## config.mk

```make
export PLATFORM = sky130hd
export DESIGN_NAME = imle_exec
export DESIGN_NICKNAME = d
export VERILOG_FILES = /design/src/imle_pkg.sv /design/src/imle_ptr_file.sv /design/src/imle_exec.sv
export SDC_FILE = /design/constraint.sdc
export NUM_CORES = 1
export LEC_CHECK = 0
export BUFFER_PORTS_ARGS = -buffer_cell sky130_fd_sc_hd__clkbuf_2
export CORE_ASPECT_RATIO = 0.7
export CORE_UTILIZATION = 40
export CTS_CLUSTER_SIZE = 16
export DETAILED_ROUTE_END_ITERATION = 12
export PLACE_DENSITY = 0.65
export SETUP_SLACK_MARGIN = 0.1
export SYNTH_ARGS = -nofsm -noshare
export SYNTH_HDL_FRONTEND = slang
export SYNTH_SLANG_ARGS = --single-unit
```

## constraint.sdc

```tcl
create_clock -name clk_i -period 2.9 [get_ports clk_i]
set_input_delay 0.29 -clock clk_i [delete_from_list [all_inputs] [get_ports clk_i]]
set_output_delay 0.29 -clock clk_i [all_outputs]
set_load 0.005 [all_outputs]
```

## src/imle_pkg.sv

```systemverilog
// Package with encodings and constants of the indirect move / literal unit
package imle_pkg;
  // Instruction classes presented by the decoder
  localparam logic [2:0] IMLE_OP_NONE = 3'h0;
  localparam logic [2:0] IMLE_OP_MOVE_INDIRECT = 3'h1;
  localparam logic [2:0] IMLE_OP_MOVE_RELATIVE = 3'h2;
  localparam logic [2:0] IMLE_OP_LOAD_BANK = 3'h3;
  localparam logic [2:0] IMLE_OP_LOAD_LATCH = 3'h4;
  localparam logic [2:0] IMLE_OP_LOAD_WORK = 3'h5;
  // Pointer update modes
  localparam logic [1:0] IMLE_MODE_PRE_INC = 2'h0;
  localparam logic [1:0] IMLE_MODE_PRE_DEC = 2'h1;
  localparam logic [1:0] IMLE_MODE_POST_INC = 2'h2;
  localparam logic [1:0] IMLE_MODE_POST_DEC = 2'h3;
  // Widths
  localparam int IMLE_PTR_W = 16;
  localparam int IMLE_BANK_W = 6;
  localparam int IMLE_LATCH_W = 7;
  localparam int IMLE_OFFS_W = 6;
  // Reset values
  localparam logic [15:0] IMLE_PTR_RST = 16'h0000;
  localparam logic [7:0] IMLE_WORK_RST = 8'h00;
  localparam logic [5:0] IMLE_BANK_RST = 6'h00;
  localparam logic [6:0] IMLE_LATCH_RST = 7'h00;
  // State codes, one-hot
  typedef enum logic [1:0] {
    IMLE_ST_IDLE = 2'b01,
    IMLE_ST_READ = 2'b10
  } imle_state_t;
endpackage

```

## src/imle_ptr_file.sv

```systemverilog
// Two-entry pointer register store with registered read data
`timescale 1ns/1ps
module imle_ptr_file
  import imle_pkg::*;
#(
  parameter int WIDTH = IMLE_PTR_W
) (
  input wire logic clk_i,
  input wire logic rst_n_i,
  input wire logic ce_i,
  input wire logic wr_en_i,
  input wire logic wr_sel_i,
  input wire logic [WIDTH-1:0] wr_data_i,
  output logic [WIDTH-1:0] ptr0_o,
  output logic [WIDTH-1:0] ptr1_o
);
  // Both entries are held in flops, read data is the flop itself
  always_ff @(posedge clk_i) begin
    if (!rst_n_i) begin
      ptr0_o <= IMLE_PTR_RST;
      ptr1_o <= IMLE_PTR_RST;
    end else if (ce_i && wr_en_i) begin
      // Selected entry only
      if (wr_sel_i) begin
        ptr1_o <= wr_data_i;
      end else begin
        ptr0_o <= wr_data_i;
      end
    end
  end
endmodule // imle_ptr_file

```

## src/imle_exec.sv

```systemverilog
// Execution unit for indirect moves and literal loads
//
// Summary of operation
// RL1 - Indirect move reads selected pointer's target into W
// RL2 - Indirect port has no storage, redirected
// RL3 - Mode field selects pre/post increment/decrement
// RL4 - Pre modes use new pointer; post old
// RL5 - Relative form adds signed offset; pointer unchanged
// RL6 - Sixteen-bit pointer wraps modulo range
// RL7 - Indirect move sets zero flag from data
// RL8 - Bank literal loads six-bit bank register
// RL9 - Latch literal loads seven-bit latch register
// RL10 - Work literal loads W, flags untouched
`timescale 1ns/1ps
module imle_exec
  import imle_pkg::*;
#(
  parameter int PTR_W = IMLE_PTR_W
) (
  input wire logic clk_i,
  input wire logic rst_n_i,
  input wire logic ce_i,
  input wire logic op_valid_i,
  input wire logic [2:0] op_class_i,
  input wire logic ptr_sel_i,
  input wire logic [1:0] pointer_update_mode_i,
  input wire logic [IMLE_OFFS_W-1:0] offset_i,
  input wire logic [7:0] literal_i,
  input wire logic ptr_wr_i,
  input wire logic ptr_wr_sel_i,
  input wire logic [PTR_W-1:0] ptr_wr_data_i,
  input wire logic [7:0] mem_rdata_i,
  output logic busy_o,
  output logic mem_rd_o,
  output logic [PTR_W-1:0] mem_addr_o,
  output logic [7:0] work_o,
  output logic work_wr_o,
  output logic zero_flag_o,
  output logic zero_wr_o,
  output logic [IMLE_BANK_W-1:0] bank_select_reg_o,
  output logic [IMLE_LATCH_W-1:0] program_counter_latch_high_o,
  output logic [PTR_W-1:0] ptr0_o,
  output logic [PTR_W-1:0] ptr1_o
);
  // Sign-extend the six-bit relative offset to pointer width
  function automatic logic [PTR_W-1:0] sext_offs(
    input logic [IMLE_OFFS_W-1:0] k
  );
    sext_offs = {{(PTR_W-IMLE_OFFS_W){k[IMLE_OFFS_W-1]}}, k};
  endfunction

  imle_state_t state; // Sequencer state
  logic [PTR_W-1:0] cur_ptr; // Pointer picked by the index
  logic [PTR_W-1:0] ptr_inc; // Pointer plus one, wraps
  logic [PTR_W-1:0] ptr_dec; // Pointer minus one, wraps
  logic [PTR_W-1:0] next_addr; // Effective address
  logic [PTR_W-1:0] next_ptr; // Updated pointer value
  logic upd_ptr; // Pointer write from the move
  logic start_ind; // Indirect move accepted
  logic start_rel; // Relative move accepted
  logic core_wr; // Final pointer write enable
  logic core_sel; // Final pointer write index
  logic [PTR_W-1:0] core_data; // Final pointer write data

  // RL1 pick the pointer
  assign cur_ptr = ptr_sel_i ? ptr1_o : ptr0_o;
  // RL6 wrapping arithmetic
  // Carry out of the top bit is dropped, so it wraps
  assign ptr_inc = cur_ptr + 16'h0001;
  assign ptr_dec = cur_ptr - 16'h0001;

  // Accept only from idle; an op offered while busy is dropped
  // The core sees the drop only through busy_o
  assign start_ind = op_valid_i && (state == IMLE_ST_IDLE) &&
                     (op_class_i == IMLE_OP_MOVE_INDIRECT);
  assign start_rel = op_valid_i && (state == IMLE_ST_IDLE) &&
                     (op_class_i == IMLE_OP_MOVE_RELATIVE);

  // Address and pointer update from the mode field
  always_comb begin
    // Defaults keep the pointer when no move is taken
    next_addr = cur_ptr;
    next_ptr = cur_ptr;
    upd_ptr = 1'b0;
    if (start_rel) begin
      // RL5 offset address, pointer kept
      next_addr = cur_ptr + sext_offs(offset_i);
    end else if (start_ind) begin
      upd_ptr = 1'b1;
      // RL3 mode decode
      case (pointer_update_mode_i)
        IMLE_MODE_PRE_INC: begin
          // RL4 access uses new value
          next_addr = ptr_inc;
          next_ptr = ptr_inc;
        end
        IMLE_MODE_PRE_DEC: begin
          // Access at the stepped value
          next_addr = ptr_dec;
          next_ptr = ptr_dec;
        end
        IMLE_MODE_POST_INC: begin
          // RL4 access uses old value
          next_ptr = ptr_inc;
        end
        IMLE_MODE_POST_DEC: begin
          // Access at the old value
          next_ptr = ptr_dec;
        end
        default: begin
          next_ptr = cur_ptr;
        end
      endcase
    end
  end

  // Move update wins over a direct pointer write in the same cycle
  // The dropped direct write must be repeated by the core
  assign core_wr = upd_ptr || ptr_wr_i;
  assign core_sel = upd_ptr ? ptr_sel_i : ptr_wr_sel_i;
  assign core_data = upd_ptr ? next_ptr : ptr_wr_data_i;

  // Pointer storage, a small module whose read data are flops
  // Reads stay stable for the whole access cycle
  imle_ptr_file #(
    .WIDTH(PTR_W)
  ) u_ptr_file (
    .clk_i(clk_i),
    .rst_n_i(rst_n_i),
    .ce_i(ce_i),
    .wr_en_i(core_wr),
    .wr_sel_i(core_sel),
    .wr_data_i(core_data),
    .ptr0_o(ptr0_o),
    .ptr1_o(ptr1_o)
  );

  // Sequencer: issue read, then capture data next cycle
  always_ff @(posedge clk_i) begin
    if (!rst_n_i) begin
      state <= IMLE_ST_IDLE;
    end else if (ce_i) begin
      case (state)
        IMLE_ST_IDLE: begin
          if (start_ind || start_rel) begin
            state <= IMLE_ST_READ;
          end
        end
        IMLE_ST_READ: begin
          // Data arrives now, back to idle
          state <= IMLE_ST_IDLE;
        end
        default: begin
          // Stray code, recover to idle
          state <= IMLE_ST_IDLE;
        end
      endcase
    end
  end

  // Memory request; indirect port is only an address, no storage
  always_ff @(posedge clk_i) begin
    if (!rst_n_i) begin
      mem_rd_o <= 1'b0;
      mem_addr_o <= IMLE_PTR_RST;
      busy_o <= 1'b0;
    end else if (ce_i) begin
      // Read data are due in the same cycle as the request strobe
      // RL2 redirect to pointed register
      mem_rd_o <= start_ind || start_rel;
      busy_o <= start_ind || start_rel;
      if (start_ind || start_rel) begin
        // Held between reads; only the strobe qualifies it
        mem_addr_o <= next_addr;
      end
    end
  end

  // Working register and zero flag
  always_ff @(posedge clk_i) begin
    if (!rst_n_i) begin
      work_o <= IMLE_WORK_RST;
      work_wr_o <= 1'b0;
      zero_flag_o <= 1'b0;
      zero_wr_o <= 1'b0;
    end else if (ce_i) begin
      // Update strobes are single-cycle pulses
      work_wr_o <= 1'b0;
      zero_wr_o <= 1'b0;
      if (state == IMLE_ST_READ) begin
        // RL1 fetched byte to W
        work_o <= mem_rdata_i;
        work_wr_o <= 1'b1;
        // RL7 zero flag only
        zero_flag_o <= (mem_rdata_i == 8'h00);
        zero_wr_o <= 1'b1;
      end else if (op_valid_i && (state == IMLE_ST_IDLE) &&
                   (op_class_i == IMLE_OP_LOAD_WORK)) begin
        // RL10 literal to W, no flags
        // Z keeps its old value here
        work_o <= literal_i;
        work_wr_o <= 1'b1;
      end
    end
  end

  // Bank select and program latch loads, no flags touched
  // Both are refused while a read is pending, like every op
  always_ff @(posedge clk_i) begin
    if (!rst_n_i) begin
      bank_select_reg_o <= IMLE_BANK_RST;
      program_counter_latch_high_o <= IMLE_LATCH_RST;
    end else if (ce_i && op_valid_i && (state == IMLE_ST_IDLE)) begin
      if (op_class_i == IMLE_OP_LOAD_BANK) begin
        // RL8 six-bit bank load
        // Literal bits above the field are dropped
        bank_select_reg_o <= literal_i[IMLE_BANK_W-1:0];
      end
      if (op_class_i == IMLE_OP_LOAD_LATCH) begin
        // RL9 seven-bit latch load
        program_counter_latch_high_o <= literal_i[IMLE_LATCH_W-1:0];
      end
    end
  end
endmodule // imle_exec

```

Yosys cells after proc, flatten, opt, wreduce, memory -nomap -nowiden:

Index checks and enable logic that the tools add are counted.

* register bits: 75
* input port bits: 50
* output and inout port bits: 74
* logic and storage cells: 66

* add/subtract/negate cells: 3
* eq/ne operators: 11
* muxes and demuxes: 18
* bitwise logic cells: 1
* reductions and logical operators: 22

Operators with widths (number)
* $mux W16: 6
* $pmux W16 S2: 2
* $add A16 B1 Y16 const B: 1
* $add A16 B16 Y16: 1
* $mux W8: 2
* $reduce_and A2 Y1: 8
* $sub A16 B1 Y16 const B: 1
* $logic_not A8 Y1: 1
* $logic_and A1 B1 Y1: 7
* $eq A2 B2 Y1 const B: 3
* $eq A3 B2 Y1 const B: 2
* $eq A3 B3 Y1 const B: 2
* $mux W1: 6
* $eq A2 B1 Y1 const B: 2
* $mux W2: 2
* $reduce_or A2 Y1: 2
* $eq A3 B1 Y1 const B: 1
* $logic_not A2 Y1: 1
* $logic_or A1 B1 Y1: 2
* $ne A2 B1 Y1 const B: 1
* $reduce_bool A2 Y1: 1
* $not A1 Y1: 1

Logic depth before layout (Yosys ltp):

* depth in word-level cells: 8
* depth in mapped cells: 14
* gate-level depth less buffers: 12

Cells and area by module:

From an unflattened synthesis, not the netlist that was laid out.

* cell total of the unflattened synthesis: 630
* area, all modules: 5148.7 sq um

By module, submodules not included
* imle_exec: times used 1, cells an instance 508, area each 3923.8 sq um, sequential area each 860.8 sq um
* imle_ptr_file: times used 1, cells an instance 122, area each 1224.9 sq um, sequential area each 640.6 sq um

Worst setup path before layout:

OpenSTA, ideal clock, no wires.

* path type: in2reg
* start: in ptr_sel_i
* end: reg mem_addr_o[12]
* arrival time: 2.777 ns
* path slack: 0.065 ns
* cell stages on the path: 14
* buffers on the path: 2
* cell sequence: buf_6 > buf_4 > mux2i_1 > inv_1 > ha_1 > inv_1 > fa_1 > nand2b_1 > a21oi_1 > o31a_1 > o211ai_1 > nand2_1 > a2111o_1 > nand2_1

* word-level cells in the longest chain between the ends: 5
* elaborated cells on any way between the ends: 7
* classes of those cells: add/sub (3); mux (4)

Ends and longest elaborated chain
* start: declaration: line imle_exec.sv:25 `input wire logic ptr_sel_i,`
* $mux W16 *: line imle_exec.sv:66 `assign cur_ptr = ptr_sel_i ? ptr1_o : ptr0_o;`
* $sub A16 B1 Y16 / $add A16 B1 Y16 (equally long branches): line imle_exec.sv:70, imle_exec.sv:69
* $pmux W16 S2: line imle_exec.sv:91 `case (pointer_update_mode_i)`
* $mux W16: line imle_exec.sv:88 `end else if (start_ind) begin`
* $mux W16 *: line imle_exec.sv:85 `if (start_rel) begin`
* end signal: assignment: line imle_exec.sv:174 `mem_addr_o <= next_addr;`
* end: declaration: line imle_exec.sv:35 `output logic [PTR_W-1:0] mem_addr_o,`

Every way passes the cells marked *; elsewhere a longest branch is shown, timed or not.
A chain may end at the register's enable or synchronous reset.

Worst setup path in the final report:

* start: reg u_ptr_file.ptr1_o[3]
* end: reg mem_addr_o[12]

* word-level cells in the longest chain between the ends: 5
* elaborated cells on any way between the ends: 7
* classes of those cells: add/sub (3); mux (4)

Ends and longest elaborated chain
* start: declaration: line imle_ptr_file.sv:15 `output logic [WIDTH-1:0] ptr1_o`
* start signal: assignment: line imle_ptr_file.sv:25 `ptr1_o <= wr_data_i;`
* $mux W16 *: line imle_exec.sv:66
* $sub A16 B1 Y16 / $add A16 B1 Y16 (equally long branches): line imle_exec.sv:70, imle_exec.sv:69
* $pmux W16 S2: line imle_exec.sv:91
* $mux W16: line imle_exec.sv:88
* $mux W16 *: line imle_exec.sv:85

Marks and branches as above.

==> flow_metrics.py <==
metrics = {
    "synthesis": {
        "synthTopCellsByArea": "dfxtp_1 30%, mux2i_1 7.7%, nor2_1 7.0%, o21ai_0 4.8%, ha_1 4.3%",
        "yosys.cell_count.top_type": "nor2_1",
        "async_flop_share": 0,
        "synth.top_cell.area_share": 0.303,
        "ys_ff_latch": 75,
        "avgSynthCellArea_um2": 7.80,
        "synth_common_cells": "92 x nor2_1, 75 x dfxtp_1, 49 x nand2_1",
        "synth.yosys.seq_area_share": 0.303,
        "synthCells": 635,
        "ys_types": 66,
        "synth_fp_nets": 703,
        "yosysWarnings": 0,
        "syn_area_um2": 4950,
        "synth_edf_count": 0,
        "synth_ff_type": "dfxtp_1",
        "synth_area_leader_cell": "dfxtp_1",
    },
    "cells_and_area": {
        "fin_nets": 831,
        "fill_cells": 1164,
        "layout-drive-gt1-share": 0.245,
        "diodes": 0,
        "fin_util": 0.517,
        "final_cells": 925,
        "syn_to_final_growth_pct": 24.1,
        "fin_area_um2": 6150,
    },
    "drt": {
        "dr.pass1.iters": 6,
        "vias": 5393,
        "drt-vias-per-instance": 5.83,
        "wl_met1_um": 7680,
        "highest_layer": "met4",
        "wire_per_inst_um": 17.6,
        "drt.antenna.violating_nets": 0,
        "drc_errors": 0,
        "wirelength_um": 16300,
        "met2_length_um": 7230,
        "drtIter0Drc": 424,
        "met3WireLength_um": 1130,
    },
    "clock_network": {
        "cts_root_buf": "clkbuf_16",
        "cts_buffer_depth": 2,
        "h-tree-depth": 3,
        "cts_tree": "yes",
        "cts.sinks": 75,
        "cts_hold_buffers": 0,
        "cts_buffers": 9,
        "clkLatencyLatePin_ns": 0.35,
        "path_clk_slew_ns": 0.06,
    },
    "critical_path": {
        "start_kind": "flop",
        "critPathMaxStageDelay_ns": 0.42,
        "cp_slowest_cell": "a2111o_1",
        "cp-end-kind": "flop",
        "ff2ff_path_depth": 9,
        "path_common_cell": "nand2_1",
        "cp.required_ns": 3.19,
        "cp.arrival_ns": 2.93,
        "worstPathCellList": "mux2_2 -> ha_1 -> o21ai_0 -> a21oi_2 -> o31a_1 -> o211ai_1 -> nand2_1 -> a2111o_1 -> nand2_1",
        "path_class": "reg2reg",
        "crit_fanout": 6,
    },
    "pwr": {
        "swShare": 0.302,
        "p_clk_frac": 0.398,
        "ir_drop_v": 0.000266,
        "seq_power_share": 0.412,
        "p_sw_mw": 0.807,
        "powerDensity_nw_per_um2": 434,
        "p_int_mw": 1.86,
        "comb_power_share": 0.190,
        "p_total_mw": 2.67,
        "p_leak_nw": 2.73,
    },
    "global_route": {
        "first_global_vias": 4946,
        "grt_use_total": 0.253,
        "gr-total-overflow": 0,
        "grt_max_degree": 39,
        "grt_pass1_wl_um": 25300,
        "antenna_found_initial": 0,
    },
    "floorplanning": {
        "fp.dieW_um": 135,
        "start_util": 0.417,
        "rows": 33,
        "ios": 124,
        "die_h_um": 95.1,
        "core_um2": 11900,
        "die_area_um2": 12800,
    },
    "run_status": {
        "outcome": "complete, no violations",
    },
    "sta": {
        "rsz0062_at_grt": "no",
        "timing.final.crit_period_ns": 2.64,
        "tightest_slew_ns": 0.685,
        "holdWs_ns": 0.229,
        "setup_viol_count_final": 0,
        "slew_violations": 0,
        "hold_viol_final": 0,
        "finClkSkew_ns": 0.0108,
        "fin_crit_sh": 0.911,
        "timing.fmax_mhz": 379,
        "maxSlewHeadroom": 0.539,
    },
    "job": {
        "drv_cap": 0,
    },
    "worst_hold_path": {
        "hold_path_depth": 3,
        "worst_hold_path_type": "in2reg",
    },
    "placed_design": {
        "io_buffers": 123,
        "place_hpwl_um": 12500,
        "dpl_cell_area_um2": 5860,
        "gp_congestion": 0.951,
        "placed_cells": 909,
    },
}
## path summary, 6_finish.rpt
path                                      startpoint                         endpoint  slack, ns
worst min-delay path                    literal_i[6]  program_counter_latch_high_o[6]       0.23
worst max register to register  u_ptr_file.ptr1_o[3]                   mem_addr_o[12]       0.26
worst max-delay path            u_ptr_file.ptr1_o[3]                   mem_addr_o[12]       0.26
worst min register to register             zero_wr_o                        zero_wr_o       0.47
## layout make-up
type	instances	area, µm²	share of cell area
Multi-Input combinational cell	509	3260	0.531
Clock buffer	9	225	0.0366
Sequential cell	75	1500	0.245
Timing Repair Buffer	152	846	0.138
Tap cell	157	196	0.0319
Inverter	16	60.1	0.00977
Clock inverter	7	52.6	0.00855
## per-layer routing
metal | track usage | vias to the layer above
met5 | 0 | -
met4 | 0.0740 | 0
met3 | 0.0505 | 27
met2 | 0.394 | 219
met1 | 0.354 | 2565
li1 | - | 2582
## state kept, by name, indices dropped and copies added, names as in the netlist
signal / count
work_o: 8
program_counter_latch_high_o: 7
bank_select_reg_o: 6
mem_rd_o: 1
zero_wr_o: 1
u_ptr_file.ptr1_o: 16
u_ptr_file.ptr0_o: 16
state: 2
mem_addr_o: 16
zero_flag_o: 1
work_wr_o: 1
## through the flow
| stage | TNS (ns) | setup WS (ns) |
|---|---|---|
| after CTS | 0 | 0.171 |
| after global routing | 0 | 0.100 |
| after floorplan | 0 | 0.128 |
| after detailed placement | -0.0159 | -0.0159 |
| after global placement | 0 | 0.117 |
| final | 0 | 0.259 |
## critical path, delay by kind of cell, from the launching register on
| family | cells | cell delay [ns] |
|---|---|---|
| simple gates | 2 | 0.20 |
| flops | 1 | 0.38 |
| mux | 1 | 0.35 |
| compound gates | 5 | 1.31 |
| fa+ha+maj | 1 | 0.34 |
## placed cells by master, fill, tap and decap left out, types with 10 or more instances in the layout
| cell | count |
|---|---|
| nand3_1 | 26 |
| o31ai_1 | 10 |
| nor3_1 | 17 |
| dfxtp_1 | 73 |
| ha_1 | 17 |
| inv_1 | 15 |
| mux2i_1 | 37 |
| nor4_1 | 10 |
| a211oi_1 | 16 |
| o21ai_0 | 47 |
| nor2_1 | 92 |
| xnor2_1 | 22 |
| nand2_1 | 49 |
| a21oi_1 | 27 |
| buf_4 | 28 |
| clkbuf_2 | 123 |
## power by group through the flow
stage          combinational (mW)  sequential [mW]  clock [mW]
6_report                    0.506             1.10        1.06
5_1_grt                     0.558             1.10        1.12
4_1_cts                     0.498             1.10        1.07
3_5_place_dp                0.495             1.12           0
3_3_place_gp                0.484             1.12           0
2_1_floorplan               0.316             1.11           0
## logic make-up after synthesis
logic type	count (synthesis)	share of synthesized area
xor+xnor	25	0.0442
compound gates	168	0.220
buf+inv	51	0.0429
simple gates	254	0.252
mux	44	0.0904
flops	75	0.303
fa+ha+maj	18	0.0470
## what timing repair did
action,in CTS,in global routing
endpoints found under the setup margin,0,3
resized for setup,0,4
endpoints found under the hold margin,0,0
setup buffers,0,0
Power figures use the tool's default switching activity.
